## config.mk

```make
export PLATFORM = sky130hd
export DESIGN_NAME = clr_ctrl
export DESIGN_NICKNAME = d
export VERILOG_FILES = /design/src/hdl/clr_pkg.sv /design/src/hdl/clr_ctrl.sv
export VERILOG_INCLUDE_DIRS = /design/src /design/src/hdl
export SDC_FILE = /design/constraint.sdc
export NUM_CORES = 1
export LEC_CHECK = 0
export ABC_CLOCK_PERIOD_IN_PS = 4100
export BUFFER_PORTS_ARGS = -buffer_cell sky130_fd_sc_hd__buf_4
export CORE_UTILIZATION = 34
export DETAILED_ROUTE_END_ITERATION = 8
export PLACE_DENSITY_LB_ADDON = 0.05
export SKIP_LAST_GASP = 1
export SYNTH_ARGS = -nofsm -noshare
export SYNTH_HDL_FRONTEND = slang
export SYNTH_SLANG_ARGS = --single-unit
export TNS_END_PERCENT = 5
```

## constraint.sdc

```tcl
create_clock -name clk -period 4.1 [get_ports clk]
set_input_delay 0.41 -clock clk [delete_from_list [all_inputs] [get_ports clk]]
set_output_delay 0.41 -clock clk [all_outputs]
set_load 0.02 [all_outputs]
```

## src/hdl/clr_consts.svh

```systemverilog
`ifndef CLR_CONSTS_SVH
`define CLR_CONSTS_SVH
// pressure in units of 0.01 bar
`define CLR_MIN_GAP 16'h0014
`define CLR_CUT_OUT_RST 16'h03E8
`define CLR_CUT_IN_RST 16'h03D4
`define CLR_SVC_MAX 16'h270F
`define CLR_SVC_RST 16'h07D0
`define CLR_SOFT_STOP_S 30
`define CLR_RUN_ON_RST 16'h003C
`define CLR_CLK_HZ 100000000
`define CLR_SEC_CYC (`CLR_CLK_HZ)
`define CLR_HOUR_S 3600
`define CLR_SLOW_DIV 5'h18
`define CLR_FAST_DIV 5'h16
`endif

```

## src/hdl/clr_pkg.sv

```systemverilog
package clr_pkg;
    typedef enum logic [2:0] {
        CLR_IDLE = 3'b000,
        CLR_ARMED = 3'b001,
        CLR_LOADED = 3'b010,
        CLR_UNLOADED = 3'b011,
        CLR_RUN_ON = 3'b100,
        CLR_SOFT_STOP = 3'b101
    } clr_state_t;
    typedef struct packed {
        logic start;
        logic stop;
        logic ack;
        logic up;
        logic down;
    } clr_keys_t;
    typedef struct packed {
        logic red;
        logic green;
    } clr_lamps_t;
endpackage

```

## src/hdl/clr_ctrl.sv

```systemverilog
// Operation
// unload at upper pressure threshold
// reload at lower pressure threshold
// refuse thresholds closer than 0.2
// stop key gives 30 s soft stop
// always-run mode idles unloaded, never stops
// demand-stop unloads, counts run-on, stops
// demand during run-on resumes loaded running
// warning flashes red slowly, no halt_on_service_option
// warning cleared by ack after cause gone
// fault shuts down or blocks start
// fault latched until cause gone and ack
// start key needed after clearing
// emergency off stops immediately
// service due shows notice, keeps running
// halt option stops on service due
// four programmable service intervals
// above 9999 hours disables interval
// total hours count loaded and unloaded
// loaded hours count loaded only
// settings commit only on confirm ack
// calendar fields edited in fixed order
// fault flashes red fast, stays stopped
// green flashes armed, steady when running
// load state holds between thresholds
// hour tick only while motor runs
`timescale 1ns/100ps
`default_nettype none
`include "clr_consts.svh"
module clr_ctrl
    import clr_pkg::*;
#(
    parameter int SEC_CYC = `CLR_SEC_CYC,
    parameter int HOUR_S = `CLR_HOUR_S
) (
    input wire logic clk,
    input wire logic rst,
    input wire logic ce,
    input wire clr_keys_t keys,
    input wire logic estop,
    input wire logic [15:0] net_pressure,
    input wire logic warn_cause,
    input wire logic fault_cause,
    input wire logic demand_stop_mode,
    input wire logic halt_on_service_option,
    input wire logic [2:0] edit_sel,
    output logic motor_on,
    output logic load_valve,
    output clr_lamps_t lamps,
    output logic [15:0] countdown_s,
    output logic warn_shown,
    output logic fault_latched,
    output logic service_due_notice,
    output logic [3:0] svc_disabled,
    output logic [15:0] cut_out_q,
    output logic [15:0] cut_in_q,
    output logic setting_refused,
    output logic editing,
    output logic [15:0] edit_value,
    output logic [2:0] cal_field,
    output logic [31:0] total_hours,
    output logic [31:0] loaded_hours
);
    localparam int SOFT_CYC = `CLR_SOFT_STOP_S;

    clr_state_t state_q;
    logic [31:0] sec_cnt_q;
    logic sec_tick;
    logic [15:0] hour_sec_q;
    logic hour_tick;
    logic [15:0] svc_q [4];
    logic [15:0] svc_left_q [4];
    logic [3:0] svc_hit;
    logic [15:0] run_on_q;
    logic slow_ph_q;
    logic fast_ph;
    logic [15:0] load_sec_q;
    logic running;
    logic ack_p, start_p, stop_p;

    assign ack_p = keys.ack;
    assign start_p = keys.start;
    assign stop_p = keys.stop;
    assign running = state_q inside {CLR_LOADED, CLR_UNLOADED, CLR_RUN_ON, CLR_SOFT_STOP};

    // one-second timebase, frozen with ce; flash phases come from it so they scale with SEC_CYC
    always_ff @(posedge clk) begin
        if (rst) begin
            sec_cnt_q <= 32'h0000_0000;
            slow_ph_q <= 1'b0;
        end else if (ce) begin
            sec_cnt_q <= sec_tick ? 32'h0000_0000 : sec_cnt_q + 32'h0000_0001;
            slow_ph_q <= slow_ph_q ^ sec_tick;
        end
    end
    assign sec_tick = (sec_cnt_q == 32'(SEC_CYC - 1));
    assign fast_ph = (sec_cnt_q < 32'(SEC_CYC / 4)) ||
                     ((sec_cnt_q >= 32'(SEC_CYC / 2)) && (sec_cnt_q < 32'(3 * SEC_CYC / 4)));

    // hour from seconds; only counted while the motor turns
    always_ff @(posedge clk) begin
        if (rst) begin
            hour_sec_q <= 16'h0000;
        end else if (ce && sec_tick && running) begin
            hour_sec_q <= hour_tick ? 16'h0000 : hour_sec_q + 16'h0001;
        end
    end
    assign hour_tick = sec_tick && running && (hour_sec_q == 16'(HOUR_S - 1));

    // warning and fault latches; set wins over ack
    always_ff @(posedge clk) begin
        if (rst) begin
            warn_shown <= 1'b0;
            fault_latched <= 1'b0;
        end else if (ce) begin
            if (warn_cause) begin
                warn_shown <= 1'b1;
            end else if (ack_p) begin
                warn_shown <= 1'b0;
            end
            if (fault_cause || estop) begin
                fault_latched <= 1'b1;
            end else if (ack_p && !editing) begin
                fault_latched <= 1'b0;
            end
        end
    end

    // edit session: ack opens, up/down adjust, ack commits
    // sel 0 cut-out, 1 cut-in, 2..5 service intervals, 6 calendar
    always_ff @(posedge clk) begin
        if (rst) begin
            editing <= 1'b0;
            edit_value <= 16'h0000;
            cal_field <= 3'h0;
            cut_out_q <= `CLR_CUT_OUT_RST;
            cut_in_q <= `CLR_CUT_IN_RST;
            setting_refused <= 1'b0;
            for (int i = 0; i < 4; i++) begin
                svc_q[i] <= `CLR_SVC_RST;
            end
        end else if (ce) begin
            if (!editing && ack_p && !warn_shown && !fault_latched) begin
                editing <= 1'b1;
                setting_refused <= 1'b0;
                edit_value <= (edit_sel == 3'h0) ? cut_out_q :
                              (edit_sel == 3'h1) ? cut_in_q :
                              (edit_sel < 3'h6) ? svc_q[2'(edit_sel - 3'h2)] : 16'h0000;
            end else if (editing && keys.up) begin
                edit_value <= edit_value + 16'h0001;
            end else if (editing && keys.down) begin
                edit_value <= edit_value - 16'h0001;
            end else if (editing && ack_p) begin
                editing <= 1'b0;
                case (edit_sel)
                    3'h0: begin
                        // refuse a narrow band
                        if ({1'b0, edit_value} >= {1'b0, cut_in_q} + 17'(`CLR_MIN_GAP)) begin
                            cut_out_q <= edit_value;
                        end else begin
                            setting_refused <= 1'b1;
                        end
                    end
                    3'h1: begin
                        if ({1'b0, cut_out_q} >= {1'b0, edit_value} + 17'(`CLR_MIN_GAP)) begin
                            cut_in_q <= edit_value;
                        end else begin
                            setting_refused <= 1'b1;
                        end
                    end
                    3'h2, 3'h3, 3'h4, 3'h5: begin
                        // one of four intervals
                        svc_q[2'(edit_sel - 3'h2)] <= edit_value;
                    end
                    3'h6: begin
                        // day of week (0) through seconds (6), then wrap
                        cal_field <= (cal_field == 3'h6) ? 3'h0 : cal_field + 3'h1;
                    end
                    default: begin
                        setting_refused <= 1'b1;
                    end
                endcase
            end
        end
    end

    // per-interval countdown and disable flag
    generate
        for (genvar g = 0; g < 4; g++) begin : g_svc
            // above 9999 disables monitoring
            assign svc_hit[g] = (svc_q[g] <= `CLR_SVC_MAX) && (svc_left_q[g] == 16'h0000);
            always_ff @(posedge clk) begin
                if (rst) begin
                    svc_left_q[g] <= `CLR_SVC_RST;
                    svc_disabled[g] <= 1'b0;
                end else if (ce) begin
                    svc_disabled[g] <= (svc_q[g] > `CLR_SVC_MAX);
                    if (editing && ack_p && edit_sel == 3'(g + 2)) begin
                        svc_left_q[g] <= edit_value;
                    // countdown on running hours
                    end else if (hour_tick && svc_left_q[g] != 16'h0000) begin
                        svc_left_q[g] <= svc_left_q[g] - 16'h0001;
                    end
                end
            end
        end
    endgenerate

    // notice only; running is left to the state machine
    always_ff @(posedge clk) begin
        if (rst) begin
            service_due_notice <= 1'b0;
        end else if (ce) begin
            service_due_notice <= |svc_hit;
        end
    end

    // hour counters; loaded time keeps its own seconds so part-loaded hours stay exact
    always_ff @(posedge clk) begin
        if (rst) begin
            total_hours <= 32'h0000_0000;
            loaded_hours <= 32'h0000_0000;
            load_sec_q <= 16'h0000;
        end else if (ce) begin
            if (hour_tick) begin
                total_hours <= total_hours + 32'h0000_0001;
            end
            if (sec_tick && state_q == CLR_LOADED) begin
                load_sec_q <= (load_sec_q == 16'(HOUR_S - 1)) ? 16'h0000 : load_sec_q + 16'h0001;
                if (load_sec_q == 16'(HOUR_S - 1)) begin
                    loaded_hours <= loaded_hours + 32'h0000_0001;
                end
            end
        end
    end

    // main run state machine
    always_ff @(posedge clk) begin
        if (rst) begin
            state_q <= CLR_IDLE;
            run_on_q <= 16'h0000;
        end else if (ce) begin
            // emergency off and faults bypass soft stop
            if (estop || fault_latched || fault_cause ||
                (halt_on_service_option && (|svc_hit))) begin
                // halt on service due
                state_q <= CLR_IDLE;
                run_on_q <= 16'h0000;
            end else begin
                case (state_q)
                    CLR_IDLE: begin
                        // start key arms once clear
                        if (start_p && !warn_shown) begin
                            state_q <= CLR_ARMED;
                        end
                    end
                    CLR_ARMED: begin
                        if (stop_p) begin
                            state_q <= CLR_IDLE;
                        end else if (net_pressure <= cut_in_q) begin
                            state_q <= CLR_LOADED;
                        end
                    end
                    CLR_LOADED: begin
                        if (stop_p) begin
                            state_q <= CLR_SOFT_STOP;
                            run_on_q <= 16'(SOFT_CYC);
                        // unload only at the upper threshold
                        end else if (net_pressure >= cut_out_q) begin
                            state_q <= demand_stop_mode ? CLR_RUN_ON : CLR_UNLOADED;
                            run_on_q <= `CLR_RUN_ON_RST;
                        end
                    end
                    CLR_UNLOADED: begin
                        // always-run idles here; R2 reload at cut-in
                        if (stop_p) begin
                            state_q <= CLR_SOFT_STOP;
                            run_on_q <= 16'(SOFT_CYC);
                        end else if (net_pressure <= cut_in_q) begin
                            state_q <= CLR_LOADED;
                        end else if (demand_stop_mode) begin
                            state_q <= CLR_RUN_ON;
                            run_on_q <= `CLR_RUN_ON_RST;
                        end
                    end
                    CLR_RUN_ON: begin
                        if (stop_p) begin
                            state_q <= CLR_SOFT_STOP;
                            run_on_q <= 16'(SOFT_CYC);
                        // demand back during run-on
                        end else if (net_pressure <= cut_in_q) begin
                            state_q <= CLR_LOADED;
                        // run-on expiry stops motor, stays armed
                        end else if (sec_tick) begin
                            if (run_on_q <= 16'h0001) begin
                                state_q <= CLR_ARMED;
                            end
                            run_on_q <= run_on_q - 16'h0001;
                        end
                    end
                    CLR_SOFT_STOP: begin
                        // R4 30 s unloaded before stopping
                        if (sec_tick) begin
                            if (run_on_q <= 16'h0001) begin
                                state_q <= CLR_IDLE;
                            end
                            run_on_q <= run_on_q - 16'h0001;
                        end
                    end
                    default: state_q <= CLR_IDLE;
                endcase
            end
        end
    end

    // registered outputs; flash phases come from the second timebase
    always_ff @(posedge clk) begin
        if (rst) begin
            motor_on <= 1'b0;
            load_valve <= 1'b0;
            countdown_s <= 16'h0000;
            lamps <= '0;
        end else if (ce) begin
            motor_on <= running;
            load_valve <= (state_q == CLR_LOADED);
            countdown_s <= run_on_q;
            // fast for fault, slow for warning or service
            if (fault_latched) begin
                lamps.red <= fast_ph;
            end else if (warn_shown || service_due_notice) begin
                lamps.red <= slow_ph_q;
            end else begin
                lamps.red <= 1'b0;
            end
            // steady running, flashing armed
            lamps.green <= running | ((state_q == CLR_ARMED) & slow_ph_q);
        end
    end

    // a warning never forces the motor off
    warn_no_stop_a: assert property (@(posedge clk) disable iff (rst)
        ce && running && !fault_cause && !fault_latched && !estop && !stop_p &&
        !halt_on_service_option && (state_q != CLR_SOFT_STOP) && warn_shown
        |=> (state_q != CLR_IDLE)) else $error("warning stopped motor");
    // estop idles next cycle
    estop_stops_a: assert property (@(posedge clk) disable iff (rst)
        ce && estop |=> state_q == CLR_IDLE) else $error("estop ignored");
    // unload at cut-out
    unload_high_a: assert property (@(posedge clk) disable iff (rst)
        ce && state_q == CLR_LOADED && net_pressure >= cut_out_q && !stop_p &&
        !estop && !fault_latched && !fault_cause && !halt_on_service_option
        |=> state_q inside {CLR_UNLOADED, CLR_RUN_ON}) else $error("no unload");
    // band always wide enough
    band_gap_a: assert property (@(posedge clk) disable iff (rst)
        cut_out_q >= cut_in_q + `CLR_MIN_GAP) else $error("band too narrow");
    // loaded counter never passes total
    hours_order_a: assert property (@(posedge clk) disable iff (rst)
        loaded_hours <= total_hours) else $error("loaded above total");
    // fault blocks start
    fault_block_a: assert property (@(posedge clk) disable iff (rst)
        ce && fault_latched |=> !running) else $error("ran with fault");
    // always-run stays unloaded without demand
    always_run_a: assert property (@(posedge clk) disable iff (rst)
        ce && state_q == CLR_UNLOADED && !demand_stop_mode && !stop_p && !estop &&
        !fault_latched && !fault_cause && !halt_on_service_option &&
        net_pressure > cut_in_q |=> state_q == CLR_UNLOADED) else $error("stopped");
    // green steady while running
    green_run_a: assert property (@(posedge clk) disable iff (rst)
        ce && running ##1 1'b1 |-> lamps.green) else $error("green off");
endmodule
`default_nettype wire

```

==> results of run 1 <==
-- power groups by stage --
| stage | clock network, W | logic (W) | registers [W] |
|---|---|---|---|
| floorplan | 0 | 0.000585 | 0.00386 |
| CTS | 0.00435 | 0.00101 | 0.00376 |
| detailed placement | 0 | 0.00101 | 0.00384 |
| global placement | 0 | 0.00100 | 0.00384 |
| finish | 0.00423 | 0.00101 | 0.00377 |
| global route | 0.00446 | 0.00110 | 0.00377 |
-- critical path, stage by stage, from the launching register on --
cell	delay, ps
dfxtp_1	470
a21oi_1	170
nor4_1	370
buf_4	200
and3_1	190
nand3_1	100
xnor2_1	170
ha_1	200
a2111o_1	150
a211oi_1	80
a2111oi_0	520
o31ai_2	330
or4_1	550
o31ai_1	80
-- cells in the final DEF, fill, tap and decap left out, types with 16 or more instances in the layout --
master	instances
nor2_1	288
buf_4	252
dfxtp_1	228
nand2_1	205
edfxtp_1	128
a21oi_1	99
o21ai_0	99
xor2_1	98
ha_1	97
inv_1	95
xnor2_1	90
nand3_1	68
nor3_1	55
clkbuf_16	48
nand4_1	46
mux2i_1	45
and3_1	44
or3_1	41
a211oi_1	33
nor4_1	32
or4_1	22
o22a_1	20
nand2b_1	19
o21ai_1	19
a21o_1	19
a22oi_1	17
mux4_2	16
-- final timing paths --
kind                    from         endpoint  slack [ps]  cells after the start
max              cut_in_q[2]    cut_out_q[13]         400                     13
min               warn_cause       warn_shown         100                      3
max reg2reg      cut_in_q[2]    cut_out_q[13]         400                     13
min reg2reg  setting_refused  setting_refused         460                      2
-- cells in the mapped netlist (all sizes together) (6+ instances only) --
cell type | instances | area [um^2]
or2 | 13 | 81.3
mux2i | 45 | 450
xnor2 | 90 | 788
a22oi | 17 | 128
or4 | 26 | 210
a21oi | 100 | 504
o22ai | 10 | 62.6
nor3 | 60 | 320
ha | 97 | 1210
a2111oi | 8 | 88.8
nand4b | 6 | 52.6
o31ai | 15 | 113
nand2 | 205 | 769
and4 | 10 | 87.6
dfxtp | 228 | 4560
and2 | 14 | 87.6
nand4 | 48 | 330
buf | 28 | 151
o211ai | 14 | 105
nor4 | 34 | 225
mux4 | 16 | 360
nor2b | 8 | 50.1
and3 | 44 | 275
a211oi | 33 | 248
nand3 | 68 | 340
xor2 | 98 | 858
or3 | 41 | 257
a21o | 19 | 143
inv | 96 | 360
nor2 | 290 | 1090
o2111ai | 7 | 61.3
nand2b | 19 | 119
a31oi | 8 | 50.1
clkbuf | 85 | 320
o21ai | 118 | 591
edfxtp | 128 | 3840
o22a | 20 | 175
-- cells by family (layout without fill, tap and decap cells) --
kind of cell             count (synthesis)  after routing  synth area share (%)
AND/OR/NAND/NOR                        897            897                  21.9
AO/OA/AOI/OAI                          422            422                  13.7
flip-flops                             356            356                  41.9
buffers and inverters                  210            433                  4.16
XOR/XNOR                               188            188                  8.20
adder cells (fa/ha/maj)                 98             98                  6.14
multiplexers                            61             61                  4.04
other                                    0              1                     0
-- area by class of cell --
type                       count  share of cell area (%)
clock inverter                23                    1.13
timing repair buffer         253                    7.91
sequential                   356                    35.0
inverter                      97                    1.51
tap                          765                    3.98
clock buffer                  60                    5.39
multi-input combinational   1666                    45.1
antenna                        1                  0.0104
-- through the flow --
stage / utilization, % / total power (W) / area (um^2)
after floorplan: - / 0.00445 / 20100
after global placement: 38.7 / 0.00484 / 22500
after detailed placement: 38.7 / 0.00484 / 22500
after CTS: 41.4 / 0.00913 / 24000
after global routing: 41.4 / 0.00934 / 24000
final: 41.4 / 0.00900 / 24000
-- flip-flops by register name, indices dropped and copies added (netlist names), 32 cells and up --
| register | count |
|---|---|
| loaded_hours | 32 |
| sec_cnt_q | 32 |
| svc_left_q | 64 |
| svc_q | 64 |
| total_hours | 32 |
-- layer usage --
metal | part of all wire [%] | GRT usage (%)
met1 | 47 | 31.0
met2 | 46 | 35.5
met3 | 5.6 | 2.92
met4 | 2.2 | 6.08
met5 | 0 | 0
==> impl_metrics.tcl, run 1 <==
set metrics [dict create \
    drt_iter0_drc 1260 \
    gp_congestion 0.852 \
    setup_viol 0 \
    die_h_um 245 \
    core-area_um2 58000 \
    period_share_pct 90.2 \
    drv_slew 0 \
    area_delta_synth_final_pct 19.8 \
    htreeDepth 2 \
    path_clk_slew_ps 60 \
    synth_seq_area_share_pct 41.9 \
    detail-route-antenna-nets 0 \
    hold_path_class "in2reg" \
    end_kind "flop" \
    skew_ps 24.4 \
    clockRootBuffer "clkbuf_16" \
    synth-edff-count 128 \
    power_switching_w 0.00233 \
    num-fill-cells 5793 \
    place_inst 3137 \
    viasPerCell 5.39 \
    wl_per_cell_um 20.8 \
    grt_pass1_wl_mm 102 \
    p_leak_nw 9.10 \
    vias 17400 \
    syn_nets 2362 \
    outcome "completed" \
    syn_area_per_cell_um2 9.00 \
    p_seq_share_pct 41.8 \
    clock_latency_ps 590 \
    nets 2549 \
    vdd_drop_max_v 0.000256 \
    seq_area_um2 8410 \
    dr.pass1.iters 5 \
    postSynth.asyncResetShare_pct 0 \
    preCtsSetupSlack_ps 364 \
    postCtsHoldBufs 0 \
    synth_seq_cells 356 \
    grt_pass1_vias 16700 \
    comb_power_share_pct 11.2 \
    finalWorstSetupSlack_ps 401 \
    power.share.clock_pct 47.0 \
    max_slew_margin_pct 39.6 \
    critPathKind "reg2reg" \
    instances_no_fill 3221 \
    cts_tree "yes" \
    yosysWarnings 0 \
    period_needed_ps 3700 \
    rows 88 \
    dieArea_um2 60000 \
    start_kind "flop" \
    power_per_cell_area_nw_per_um2 374 \
    drc_errors 0 \
    multi_input_area_um2 10800 \
    syn_inst 2232 \
    cts_resized 0 \
    dieWidth_um 245 \
    p_int_w 0.00667 \
    grt_usage_pct 22.1 \
    layout-drive-gt1-share_pct 15.6 \
    cts.sinks 356 \
    syn_area_um2 20100 \
    clockBufferDepth 3 \
    grt_max_degree 66 \
    rsz0062_at_grt "false" \
    place_hpwl_mm 48.0 \
    numCtsBuffers 45 \
    hold_ws_ps 95.4 \
    critPathRequiredTime_ps 4580 \
    cts_post_setup_buffers_inserted 0 \
    ios 176 \
    tightest_slew_ps 901 \
    ys_types 79 \
    grt_antenna_before_repair 1 \
    io_buffers 175 \
    totalWireLength_mm 67.1 \
    cp_max_fo 14 \
    fmax_mhz 270 \
    swShare_pct 25.9 \
    arrival_ps 4170 \
    hold_violations 0 \
    overflow 0 \
    yosys_most_used_dff "dfxtp_1" \
    initial_core_util_pct 34.6 \
    tns_ps 0 \
    drv_cap 0 \
]
(Power assumes the default switching activity.)
==> run 2: changes to the inputs <==
--- a/config.mk
+++ b/config.mk
@@ -10,7 +10,6 @@
 export BUFFER_PORTS_ARGS = -buffer_cell sky130_fd_sc_hd__buf_4
 export CORE_UTILIZATION = 34
 export DETAILED_ROUTE_END_ITERATION = 8
-export PLACE_DENSITY_LB_ADDON = 0.05
 export SKIP_LAST_GASP = 1
 export SYNTH_ARGS = -nofsm -noshare
 export SYNTH_HDL_FRONTEND = slang
==> impl_metrics.tcl, run 2 (synthesized netlist as in run 1, its figures left out) <==
set metrics [dict create \
    drc_errors 0 \
    period_needed_ps 3870 \
    layout_commonest_cell "nor2_1" \
    grt_max_degree 65 \
    end_kind "flop" \
    tns_ps 0 \
    vias 17700 \
    hold_depth 3 \
    power_w 0.00870 \
    dr.pass1.iters 6 \
    wl_per_cell_um 20.2 \
    dieWidth_um 245 \
    cp_max_fo 14 \
    tightest_slew_ps 1230 \
    rsz0062_at_grt "false" \
    critPathRequiredTime_ps 4580 \
    ff2ff_setup_slack_ps 230 \
    arrival_ps 4350 \
    period_share_pct 94.4 \
    drv_slew 0 \
    r2r-end "cut_out_q[13]" \
    grt_antenna_before_repair 3 \
    core-area_um2 58000 \
    initial_core_util_pct 34.6 \
    die_h_um 245 \
    htreeDepth 2 \
    gp_congestion 0.909 \
    final_cell_mix "nor2_1 (288), buf_4 (244), dfxtp_1 (228)" \
    viasPerCell 5.54 \
    critPathKind "reg2reg" \
    comb_power_share_pct 11.6 \
    rows 88 \
    dieArea_um2 60000 \
    cts_tree "yes" \
    io_buffers 175 \
    clockRootBuffer "clkbuf_16" \
    grt_usage_pct 21.1 \
    area_delta_synth_final_pct 18.8 \
    fmax_mhz 258 \
    clock_latency_ps 580 \
    power_per_cell_area_nw_per_um2 365 \
    skew_ps 31.4 \
    layout-drive-gt1-share_pct 14.9 \
    place_hpwl_mm 47.2 \
    swShare_pct 26.0 \
    vdd_drop_max_v 0.000288 \
    hold_path_class "in2reg" \
    path_delay_family "compound AO/OA/AOI/OAI gates" \
    max_stage_delay_ps 570 \
    hold_start "warn_cause" \
    slowest_stage "o211a_1" \
    setup_viol 0 \
    power.share.clock_pct 45.1 \
    hold_end "warn_shown" \
    clockBufferDepth 3 \
    drv_cap 0 \
    p_leak_nw 9.00 \
    power_switching_w 0.00227 \
    cts.sinks 356 \
    grt_pass1_wl_mm 99.4 \
    cp_cell_sequence "inv_1 -> nor4_1 -> buf_4 -> and3_1 -> nand3_1 -> xnor2_1 -> ha_1 -> a2111o_1 -> a211oi_1 -> o211a_1 -> nor3_4 -> o31ai_1" \
    overflow 0 \
    outcome "completed" \
    critPathBufInv 2 \
    grt_pass1_vias 17100 \
    reg_top3 "svc_left_q x64, svc_q x64" \
    numCtsBuffers 42 \
    hold_violations 0 \
    num-fill-cells 5618 \
    detail-route-antenna-nets 0 \
    p_seq_share_pct 43.3 \
    reg2reg_depth 12 \
    startpoint "cut_in_q[7]" \
    start_kind "flop" \
    totalWireLength_mm 64.6 \
    p_int_w 0.00644 \
    nets 2538 \
    path_clk_slew_ps 60 \
    ios 176 \
    max_slew_margin_pct 16.8 \
    drt_iter0_drc 1536 \
    r2r-start "cut_in_q[7]" \
]
run 2: power groups by stage:
stage | registers (W) | logic (W) | clock network [W]
6_report | 0.00377 | 0.00101 | 0.00392
5_1_grt | 0.00377 | 0.00109 | 0.00413
4_1_cts | 0.00377 | 0.000997 | 0.00400
3_5_place_dp | 0.00384 | 0.000993 | 0
3_3_place_gp | 0.00384 | 0.000971 | 0
2_1_floorplan | 0.00386 | 0.000585 | 0
run 2: repair_timing:
item                       CTS  global route
hold endpoints to repair     0             0
gates resized for setup      0             1
buffers inserted             0             0
setup endpoints to repair    0            14
hold buffers                 0             0
run 2: tightest hold or removal path, cell delays in order:
cell     delay (ps)
buf_4            90
a22oi_1          70
nor2_1           80
run 2: worst max-delay path by stage:
stage / end / depth (start not counted)
detailed placement: cut_out_q[3] / 13
floorplan: cut_in_q[9] / 15
finish: cut_out_q[13] / 12
CTS: cut_out_q[3] / 13
global placement: cut_out_q[5] / 13
global route: cut_out_q[8] / 13
run 2: metrics by stage:
step | util (%) | hold slack [ps] | area [um^2] | cells | setup slack (ps)
floorplan | - | 449 | 20100 | 2232 | 311
global placement | 38.6 | 456 | 22400 | 3129 | 232
detailed placement | 38.6 | 478 | 22400 | 3129 | 38.2
CTS | 41.1 | 96.8 | 23800 | 3201 | 8.69
global route | 41.1 | 123 | 23800 | 3202 | 35.6
finish | 41.1 | 114 | 23800 | 3203 | 230
run 2: per-layer routing:
metal	wire, um	GRT usage [%]	vias up
li1	-	-	8379
met1	27800	28.5	8627
met2	29900	33.8	627
met3	4750	3.32	114
met4	2200	8.03	0
met5	0	0	-
run 2: layout make-up:
type,instances,area (um^2),area share (%)
tap,765,957,4.01
sequential,356,8410,35.3
clock inverter,14,226,0.950
inverter,97,364,1.53
clock buffer,58,1200,5.02
antenna,2,5.00,0.0210
multi-input combinational,1666,10800,45.5
timing repair buffer,245,1840,7.73
